==> config.mk <==
export PLATFORM = sky130hd
export DESIGN_NAME = pci_bridge_io_address_decoder
export DESIGN_NICKNAME = d
export VERILOG_FILES = /design/src/core/io_decode_pkg.sv /design/src/core/pci_bridge_io_address_decoder.sv
export SDC_FILE = /design/constraint.sdc
export NUM_CORES = 1
export LEC_CHECK = 0
export BUFFER_PORTS_ARGS = -buffer_cell sky130_fd_sc_hd__buf_4
export CAP_MARGIN = 40
export CORE_UTILIZATION = 40
export DETAILED_ROUTE_END_ITERATION = 6
export GPL_TIMING_DRIVEN = 0
export HOLD_SLACK_MARGIN = 0.05
export PLACE_DENSITY = 0.65
export RECOVER_POWER = 50
export REMOVE_ABC_BUFFERS = 1
export SLEW_MARGIN = 0
export SYNTH_ARGS = -nofsm -noshare
export SYNTH_HDL_FRONTEND = slang
export SYNTH_SLANG_ARGS = --single-unit
==> constraint.sdc <==
create_clock -name ref_clk -period 2.54 [get_ports ref_clk]
set_input_delay 0.254 -clock ref_clk [delete_from_list [all_inputs] [get_ports ref_clk]]
set_output_delay 0.254 -clock ref_clk [all_outputs]
set_load 0.1 [all_outputs]
==> src/core/io_decode_pkg.sv <==
package io_decode_pkg;

  localparam int unsigned ADDR_W = 32;

  // Register byte addresses
  localparam logic [7:0] OFF_BASE_LOW   = 8'h1c;
  localparam logic [7:0] OFF_LIMIT_LOW  = 8'h1d;
  localparam logic [7:0] OFF_BASE_HIGH  = 8'h30;
  localparam logic [7:0] OFF_LIMIT_HIGH = 8'h32;
  localparam logic [7:0] OFF_CONTROL    = 8'h40;

  // Low nibble code for 32-bit I/O decoding
  localparam logic [3:0]  IO_CAP_32      = 4'h1;
  localparam logic [3:0]  BASE_NIB_RST   = 4'h0;
  localparam logic [3:0]  LIMIT_NIB_RST  = 4'h0;
  localparam logic [15:0] BASE_HI_RST    = 16'h0000;
  localparam logic [15:0] LIMIT_HI_RST   = 16'h0000;
  localparam logic [11:0] BASE_LOW_FILL  = 12'h000;
  localparam logic [11:0] LIMIT_LOW_FILL = 12'hfff;
  localparam logic [15:0] ISA_TOP_ZERO   = 16'h0000;
  localparam logic [1:0]  ISA_LOW_CHUNK  = 2'h0;

  // Control register bit positions
  localparam int unsigned CTL_IO_EN  = 0;
  localparam int unsigned CTL_MST_EN = 1;
  localparam int unsigned CTL_ISA_EN = 2;

  typedef enum logic [1:0] {
    CMD_IO,
    CMD_MEM,
    CMD_OTHER
  } cmd_kind_type;

  typedef struct packed {
    logic                valid;
    cmd_kind_type        kind;
    logic [ADDR_W-1:0]   addr;
  } txn_type;

  typedef struct packed {
    logic                claim;
    logic [ADDR_W-1:0]   addr;
  } fwd_type;

endpackage

==> src/core/pci_bridge_io_address_decoder.sv <==
// Decided for this implementation: the strobed register port.
`timescale 1ns/1ps
// What this block does
// Primary I/O ignored while I/O enable clear
// Secondary I/O and memory ignored without master enable
// Primary claims inside window, secondary outside
// Address unchanged, no decode gaps
// Base above limit disables window
// Window decoded on 4 kB granules
// Base low byte: bits 15..12, nibble 1h
// Base low twelve bits compare as zero
// Base upper half register, resets zero
// Limit low byte: bits 15..12, nibble 1h
// Limit low twelve bits compare as ones
// Limit upper half register, resets zero (full limit 0000_0FFF)
// ISA mode acts only in-window below 64 kB
// ISA mode forwards only low 256 bytes
// Above 64 kB window alone decides
// ISA upper 768 bytes forwarded upstream
// Otherwise upstream only outside window
// Software programs window before enabling forwarding
// Master enable also gates upstream memory
// Window test inclusive at both ends
module pci_bridge_io_address_decoder
  import io_decode_pkg::*;
(
  input  wire logic        ref_clk,
  input  wire logic        rst_n,
  input  wire logic [7:0]  reg_addr,
  input  wire logic [31:0] reg_wdata,
  input  wire logic        reg_write,
  input  wire logic        reg_read,
  output logic      [31:0] reg_rdata,
  input  wire txn_type     pri_txn,
  input  wire txn_type     sec_txn,
  input  wire logic        sec_mem_upstream,
  output fwd_type          down_fwd,
  output fwd_type          up_fwd,
  output logic             window_on
);

  logic [3:0]  base_nib_reg;
  logic [3:0]  limit_nib_reg;
  logic [15:0] base_hi_reg;
  logic [15:0] limit_hi_reg;
  logic        io_en_reg;
  logic        mst_en_reg;
  logic        isa_en_reg;
  logic [31:0] full_base;
  logic [31:0] full_limit;
  logic        pri_claim;
  logic        sec_claim;

  function automatic logic in_window(input logic [31:0] a, input logic [31:0] b,
                                     input logic [31:0] l);
    in_window = (a >= b) && (a <= l);
  endfunction

  function automatic logic isa_alias(input logic [31:0] a);
    isa_alias = (a[31:16] == ISA_TOP_ZERO) && (a[9:8] != ISA_LOW_CHUNK);
  endfunction

  // Window registers
  always_ff @(posedge ref_clk or negedge rst_n) begin
    if (!rst_n) begin
      base_nib_reg  <= BASE_NIB_RST;
      limit_nib_reg <= LIMIT_NIB_RST;
      base_hi_reg   <= BASE_HI_RST;
      limit_hi_reg  <= LIMIT_HI_RST;
    end else if (reg_write) begin
      unique case (reg_addr)
        OFF_BASE_LOW:   base_nib_reg  <= reg_wdata[7:4];
        OFF_LIMIT_LOW:  limit_nib_reg <= reg_wdata[7:4];
        OFF_BASE_HIGH:  base_hi_reg   <= reg_wdata[15:0];
        OFF_LIMIT_HIGH: limit_hi_reg  <= reg_wdata[15:0];
        default: ;
      endcase
    end
  end

  // Control bits
  always_ff @(posedge ref_clk or negedge rst_n) begin
    if (!rst_n) begin
      io_en_reg  <= 1'b0;
      mst_en_reg <= 1'b0;
      isa_en_reg <= 1'b0;
    end else if (reg_write && reg_addr == OFF_CONTROL) begin
      io_en_reg  <= reg_wdata[CTL_IO_EN];
      mst_en_reg <= reg_wdata[CTL_MST_EN];
      isa_en_reg <= reg_wdata[CTL_ISA_EN];
    end
  end

  // Read path
  always_ff @(posedge ref_clk or negedge rst_n) begin
    if (!rst_n) begin
      reg_rdata <= 32'h0000_0000;
    end else if (reg_read) begin
      unique case (reg_addr)
        OFF_BASE_LOW:   reg_rdata <= {24'h00_0000, base_nib_reg, IO_CAP_32};
        OFF_LIMIT_LOW:  reg_rdata <= {24'h00_0000, limit_nib_reg, IO_CAP_32};
        OFF_BASE_HIGH:  reg_rdata <= {16'h0000, base_hi_reg};
        OFF_LIMIT_HIGH: reg_rdata <= {16'h0000, limit_hi_reg};
        OFF_CONTROL:    reg_rdata <= {28'h000_0000, window_on, isa_en_reg,
                                      mst_en_reg, io_en_reg};
        default:        reg_rdata <= 32'h0000_0000;
      endcase
    end else begin
      reg_rdata <= 32'h0000_0000;
    end
  end

  assign full_base  = {base_hi_reg, base_nib_reg, BASE_LOW_FILL};
  assign full_limit = {limit_hi_reg, limit_nib_reg, LIMIT_LOW_FILL};
  assign window_on  = full_base <= full_limit;

  // Claim decisions
  always_comb begin
    pri_claim = 1'b0;
    sec_claim = 1'b0;
    if (pri_txn.valid && pri_txn.kind == CMD_IO && io_en_reg) begin
      pri_claim = window_on && in_window(pri_txn.addr, full_base, full_limit)
                  && !(isa_en_reg && isa_alias(pri_txn.addr));
    end
    if (sec_txn.valid && mst_en_reg) begin
      if (sec_txn.kind == CMD_IO) begin
        sec_claim = !(window_on && in_window(sec_txn.addr, full_base, full_limit))
                    || (isa_en_reg && isa_alias(sec_txn.addr));
      end else if (sec_txn.kind == CMD_MEM) begin
        sec_claim = sec_mem_upstream;
      end
    end
  end

  // Registered forwarding outputs, address passed untranslated
  always_ff @(posedge ref_clk or negedge rst_n) begin
    if (!rst_n) begin
      down_fwd <= '0;
    end else begin
      down_fwd.claim <= pri_claim;
      down_fwd.addr  <= pri_txn.addr;
    end
  end

  always_ff @(posedge ref_clk or negedge rst_n) begin
    if (!rst_n) begin
      up_fwd <= '0;
    end else begin
      up_fwd.claim <= sec_claim;
      up_fwd.addr  <= sec_txn.addr;
    end
  end

  // Field positions used by the checks below
  localparam int unsigned GRAN_LSB      = 12;
  localparam int unsigned PAGE_W        = ADDR_W - GRAN_LSB;
  localparam int unsigned ISA_TOP_LSB   = 16;
  localparam int unsigned ISA_CHUNK_MSB = 9;
  localparam int unsigned ISA_CHUNK_LSB = 8;
  localparam int unsigned HALF_W        = 16;
  localparam int unsigned NIB_MSB       = 7;
  localparam int unsigned NIB_LSB       = 4;
  localparam int unsigned CTL_WIN_ON    = 3;

  logic [PAGE_W-1:0] base_page;
  logic [PAGE_W-1:0] limit_page;

  // Window bounds in 4 kB pages, independent of the fill constants
  assign base_page  = {base_hi_reg, base_nib_reg};
  assign limit_page = {limit_hi_reg, limit_nib_reg};

  function automatic logic page_in(input logic [ADDR_W-1:0] a,
                                   input logic [PAGE_W-1:0] b,
                                   input logic [PAGE_W-1:0] l);
    page_in = (a[ADDR_W-1:GRAN_LSB] >= b) && (a[ADDR_W-1:GRAN_LSB] <= l);
  endfunction

  function automatic logic below_64k(input logic [ADDR_W-1:0] a);
    below_64k = a[ADDR_W-1:ISA_TOP_LSB] == ISA_TOP_ZERO;
  endfunction

  function automatic logic low_chunk(input logic [ADDR_W-1:0] a);
    low_chunk = a[ISA_CHUNK_MSB:ISA_CHUNK_LSB] == ISA_LOW_CHUNK;
  endfunction
endmodule // pci_bridge_io_address_decoder

# --- After elaboration in Yosys (flattened, before gate mapping) ---
# Cells that the tools add are included.
classes:
  n_lt_le_gt_ge: 5
  n_eq_ne: 6
  n_mux: 6
  n_reduce_logical: 26
ops:
  columns: ["cell", "n"]
  rows:
  - ["$le A32 B32 Y1", 3]
  - ["$pmux W16 S5", 1]
  - ["$ge A32 B32 Y1", 2]
  - ["$logic_not A16 Y1", 2]
  - ["$mux W32", 1]
  - ["$eq A8 B5 Y1 const B", 2]
  - ["$eq A8 B6 Y1 const B", 2]
  - ["$logic_and A1 B1 Y1", 13]
  - ["$eq A8 B7 Y1 const B", 1]
  - ["$reduce_and A2 Y1", 4]
  - ["$logic_not A2 Y1", 2]
  - ["$mux W1", 4]
  - ["$reduce_bool A2 Y1", 2]
  - ["$eq A2 B1 Y1 const B", 1]
  - ["$logic_not A1 Y1", 2]
  - ["$logic_or A1 B1 Y1", 1]
totals:
  regBits: 141
  input_bits: 115
  output_inout_bits: 99

# --- Longest topological paths before layout ---
depth:
  ltp_word: 7
  ltp_mapped: 8
  mapped_depth_nobuf: 8

# --- Worst setup path before layout ---
# OpenSTA, ideal clock, no wires.
synth_timing:
  path_type: "register -> register"
  from: "reg limit_hi_reg[3]"
  to: "reg down_fwd[32] (netlist name)"
  setup_time_ns: 0.094
  arrival_time_ns: 2.305
  path_slack_ns: 0.141
  stages_incl_launch_ff: 9
  n_path_buf: 0
  synth_period_minus_slack_ns: 2.399
  path_cell_list: "dfrtp_1 > inv_1 > ha_1 > a21oi_1 > o21ai_0 > o311ai_0 > and3_1 > inv_1 > a211oi_1"
synth_lines:
  columns: ["element", "line", "rtl"]
  rows:
  - ["start, declared", "pci_bridge_io_address_decoder.sv:45", "logic [15:0] limit_hi_reg;"]
  - ["start signal, assigned", "pci_bridge_io_address_decoder.sv:75", "OFF_LIMIT_HIGH: limit_hi_reg <= reg_wdata[15:0];"]
  - ["$le A32 B32 Y1", "pci_bridge_io_address_decoder.sv:115", "assign window_on = full_base <= full_limit;"]
  - ["via window_on", "pci_bridge_io_address_decoder.sv:39", "output logic window_on"]
  - ["$logic_and A1 B1 Y1", "pci_bridge_io_address_decoder.sv:122", "pri_claim = window_on && in_window(pri_txn.addr, full_base, full_limit)"]
  - ["$logic_and A1 B1 Y1", "pci_bridge_io_address_decoder.sv:123", "&& !(isa_en_reg && isa_alias(pri_txn.addr));"]
  - ["$mux W1", "pci_bridge_io_address_decoder.sv:121", "if (pri_txn.valid && pri_txn.kind == CMD_IO && io_en_reg) begin"]
  - ["via pri_claim", "pci_bridge_io_address_decoder.sv:51", "logic pri_claim;"]
  - ["end, declared", "pci_bridge_io_address_decoder.sv:37", "output fwd_type down_fwd,"]
# The timed path passes the listed nets, and every way through them passes these cells.
# A chain may end at the register's enable or synchronous reset.

# --- Worst setup path after layout ---
layout_timing:
  from: "reg limit_hi_reg[15]"
  to: "out window_on"
layout_between:
  elab_chain_len: 1
layout_lines:
  columns: ["element", "line"]
  rows:
  - ["$le A32 B32 Y1", "pci_bridge_io_address_decoder.sv:115"]
  - ["end, declared", "pci_bridge_io_address_decoder.sv:39"]
# No other way between the ends.

==> results list <==
- Finish-stage setup viols: 0
* Drt first-iter violations: approximately 310
- The number of hold-slack violations in the final timing report came to 0.
* TritonCTS Buffers: 17
* Final Instance Area: between 9000 and 10000 µm²
* Worst Path Required: ~2.3 ns
- Sorting the synthesized cells by area gives the leading types as sky130_fd_sc_hd__dfrtp_1 46%, sky130_fd_sc_hd__ha_1 18%, sky130_fd_sc_hd__mux2_4 4.4%.
- Fraction of synthesized cell area taken by the top area cell type: between 40% and 50%
* Cell chain of the critical path: inv_1 -> ha_1 -> nand4_1 -> nor3_2 -> a221oi_1 -> and3_4 -> buf_12
* Clock period minus worst slack: 2.47 ns
- Clock group share of total power: between 40% and 50%
- The die is approximately 130 µm tall.
- Cell internal power was estimated by the tool at a little over 4 mW.
* Fraction of layout instances using a drive strength above 1: between 20% and 30%
- Adding up every negative setup slack in the final design gives 0 ns.
- Of all flip-flops after synthesis, the portion carrying an async set or reset was between 90% and 100%.
- Worst setup SP type: flop
- Number of synthesized flops with an enable pin: 0
- In this run the critical register-to-register path is launched from base_hi_reg[15]$_DFFE_PN0P_.
* Worst Hold Class: input pin to flop
* Post-synthesis sequential area ratio: 46.0%
- Tcrit/Tclk final: between 90% and 100%
* Total clock sinks: 125
* Max clock buf depth: 2
- On the worst path, the slowest cell contributes a delay of around 0.40 ns.
* RSZ-0062 raised after global routing: no
- Total power divided by cell area: around 650 nW/µm²
- The routed layout has between 5000 and 6000 vias.
* Critical Setup Path Class: flop to primary output
- Library cell with the largest summed area after synthesis: sky130_fd_sc_hd__dfrtp_1
- Leakage: approximately 4.4 nW
- At the pin with the least slew margin, the transition time is 1.29 ns.
- The worst setup path is captured at a primary output.
- Number of top-level pins: ~210
- RR Endpoint: down_fwd[32]$_DFF_PN0_
- Entering global routing, the biggest net connects slightly above 70 pins.
- Data arrival time of the worst path: ~2.2 ns
* Switching share of total power: 32.2%
- Sequential Power Share: a little over a third
* Netlist area before placement: 6800 µm²
* Worst hold start: reg_wdata[11]
* Ant diodes: 0
- Highest-count cells in the layout ignoring fill and taps: 125 x sky130_fd_sc_hd__dfrtp_1, 118 x sky130_fd_sc_hd__buf_4, 99 x sky130_fd_sc_hd__ha_1
- The initial antenna violation count was 0.
- P_sw: 1.95 mW
- Normalized max-slew margin: between 10% and 20%
* MaxCap Viol Count: 0
- Number of rows in the core area: 47
- Most frequent standard cell in the layout excluding fill and tap cells: sky130_fd_sc_hd__dfrtp_1
- The routed design has just under 20000 µm of wire.
* Detail Placement HPWL: approximately 15000 µm
- IR analysis of the VDD net gives a maximum drop of about 0.00044 V.
- Post-Synthesis Cells: about 600
- For hold timing, the worst endpoint is limit_hi_reg[11]$_DFFE_PN0P_.
- Worst r2r path cells: 7
- Final worst-path setup slack: 0.0733 ns
* Final weighted congestion of routability-driven global placement: slightly below 0.9
- Buffers placed on the I/O ports in this run total ~180.
- Highest clock rate: between 400 and 500 MHz
- The worst hold path was traced through 2 stages.
- Vias in the first global route: 5924
- Once detail routing completed, the nets flagged for antenna violations numbered 0.
- The die covers 17500 µm².
* Router iterations before antenna repair: 4
- Share of power burned in combinational logic: 24.4%
- CTS tree: built
- Number of nets in the layout: 1057
- Along the worst path, the maximum fanout reaches 3.
- A synthesized cell averages approximately 12 µm².
- Count of unique library cells instantiated by Yosys: 54
- GRT Resource Usage Total: 23.2%
- Layout overhead on the synthesized area: 37.7%
* Worst setup timing slack at the placement stage: around 0.15 ns
* Floorplan core area: 16600 µm²
* Routed length per placed instance: 18.2 µm
- Clock skew on the completed layout was measured at ~0.0098 ns.
* Initial Util: approximately two fifths
* Largest regs: down_fwd x33, up_fwd x33
- After detailed placement, the total cell area comes to 8350 µm².
- Flop and latch count out of synthesis: between 100 and 150
- The clock tree synthesis step divided the H-tree into 4 levels.
- Number of synthesis warnings: 0
* Synth Flop Type: sky130_fd_sc_hd__dfrtp_1
- The tree is rooted in a sky130_fd_sc_hd__clkbuf_16.
- Worst-path clk slew: ~0.060 ns
- Detail-routed via count per cell: around 5.2
- Slowest cell on the critical path: sky130_fd_sc_hd__dfrtp_1
- The setup check on the worst reg-to-reg path leaves a slack of about 0.24 ns.
- Outcome: completed
- Summed over all layers, the global routing overflow is 0.
- In this run the horizontal extent of the chip is between 100 and 150 µm.
- Number of pins with negative max-slew slack in the final report: 0
- Insertion delay of the later-clocked pin in the worst-skew pair: roughly 0.42 ns
- Wire length of the first global-routing pass: a little over 30000 µm
- DRC violation count after routing: 0
==> Yosys cell counts, types with 2 or more instances <==
library cell / count
sky130_fd_sc_hd__nor4b_1: 3
sky130_fd_sc_hd__o22a_1: 4
sky130_fd_sc_hd__a21oi_1: 31
sky130_fd_sc_hd__nand3_1: 9
sky130_fd_sc_hd__a22oi_1: 3
sky130_fd_sc_hd__buf_2: 2
sky130_fd_sc_hd__dfrtp_1: 125
sky130_fd_sc_hd__nand2_1: 27
sky130_fd_sc_hd__ha_1: 99
sky130_fd_sc_hd__nand2b_1: 3
sky130_fd_sc_hd__nor2b_1: 4
sky130_fd_sc_hd__a211oi_1: 7
sky130_fd_sc_hd__mux2_4: 20
sky130_fd_sc_hd__a41oi_1: 2
sky130_fd_sc_hd__nor2_1: 28
sky130_fd_sc_hd__or4_1: 2
sky130_fd_sc_hd__and4_1: 2
sky130_fd_sc_hd__nand4b_1: 2
sky130_fd_sc_hd__a31oi_1: 2
sky130_fd_sc_hd__o31ai_1: 3
sky130_fd_sc_hd__mux2i_1: 16
sky130_fd_sc_hd__buf_4: 16
sky130_fd_sc_hd__nor3_1: 5
sky130_fd_sc_hd__nand4_1: 24
sky130_fd_sc_hd__o21ai_0: 21
sky130_fd_sc_hd__buf_1: 2
sky130_fd_sc_hd__inv_1: 45
sky130_fd_sc_hd__nor4_1: 12
sky130_fd_sc_hd__a221oi_1: 4
sky130_fd_sc_hd__buf_6: 2
sky130_fd_sc_hd__a21o_1: 16
sky130_fd_sc_hd__mux2_2: 20
sky130_fd_sc_hd__and3_1: 2
==> cells by family after synthesis <==
| logic type | after synthesis | synth area share (%) |
|---|---|---|
| simple gates | 134 | 11.1 |
| flops | 125 | 46.0 |
| compound gates | 101 | 9.47 |
| fa+ha+maj | 99 | 18.2 |
| buf+inv | 68 | 5.13 |
| mux | 56 | 10.1 |
| other cells | 1 | 0.0551 |
==> metal layers <==
layer	global-route usage (%)	wire length, µm	up-vias
met3	3.33	790	41
met5	0	0	-
met1	30.9	8880	2721
met4	10.5	601	0
met2	37.4	9260	168
li1	-	-	2634
==> power groups by stage <==
stage	clock, mW	sequential, mW	combinational (mW)
after global routing	2.56	2.14	1.59
after CTS	2.48	2.13	1.52
after global placement	0	2.16	1.35
after detailed placement	0	2.16	1.38
final	2.44	2.13	1.48
after floorplan	0	2.54	0.531
==> critical path: cells and delay by family (launching register included) <==
family | cells | cell delay (ns)
flip-flops | 1 | 0.40
adder cells (fa/ha/maj) | 1 | 0.29
AND/OR/NAND/NOR | 3 | 0.48
buffers and inverters | 2 | 0.35
AO/OA/AOI/OAI | 1 | 0.26
==> how the worst max path moves through the flow <==
stage                                  from                      to  slack, ns  cells after the start
6_report       limit_hi_reg[15]$_DFFE_PN0P_               window_on       0.07                      7
4_1_cts        limit_nib_reg[2]$_DFFE_PN0P_               window_on       0.02                      7
5_1_grt        limit_hi_reg[15]$_DFFE_PN0P_               window_on     0.0007                      7
3_3_place_gp    limit_hi_reg[3]$_DFFE_PN0P_               window_on       0.10                      7
3_5_place_dp    limit_hi_reg[2]$_DFFE_PN0P_  down_fwd[32]$_DFF_PN0_       0.15                      8
2_1_floorplan   limit_hi_reg[3]$_DFFE_PN0P_  down_fwd[32]$_DFF_PN0_       0.14                      8
==> final cells by class <==
type                            instances  area, µm²
Sequential cell                       125       3130
Multi-Input combinational cell        406       3400
Clock inverter                         11        144
Clock buffer                           20        447
Timing Repair Buffer                  248       1810
Tap cell                              220        275
Inverter                               45        169
Fill cell                            1486       7220
==> repair_timing <==
| item | 4_1_cts | 5_1_grt |
|---|---|---|
| endpoints found under the hold margin | 118 | 0 |
| setup endpoints to repair | 1 | 2 |
| pin swaps | 2 | 2 |
| hold buffers | 65 | 0 |
| resized for setup | 9 | 5 |
| setup buffers | 1 | 0 |
==> per-stage QoR <==
stage | power, mW | std cells | hold WS, ns | util [%]
floorplan | 3.07 | 576 | -0.0416 | -
global placement | 3.51 | 977 | 0.382 | 50.1
detailed placement | 3.55 | 978 | 0.233 | 50.3
CTS | 6.13 | 1075 | 0.0671 | 58.0
global route | 6.29 | 1075 | 0.0704 | 56.5
finish | 6.05 | 1075 | 0.0798 | 56.5
No activity file was read; power rests on OpenSTA's default activity.
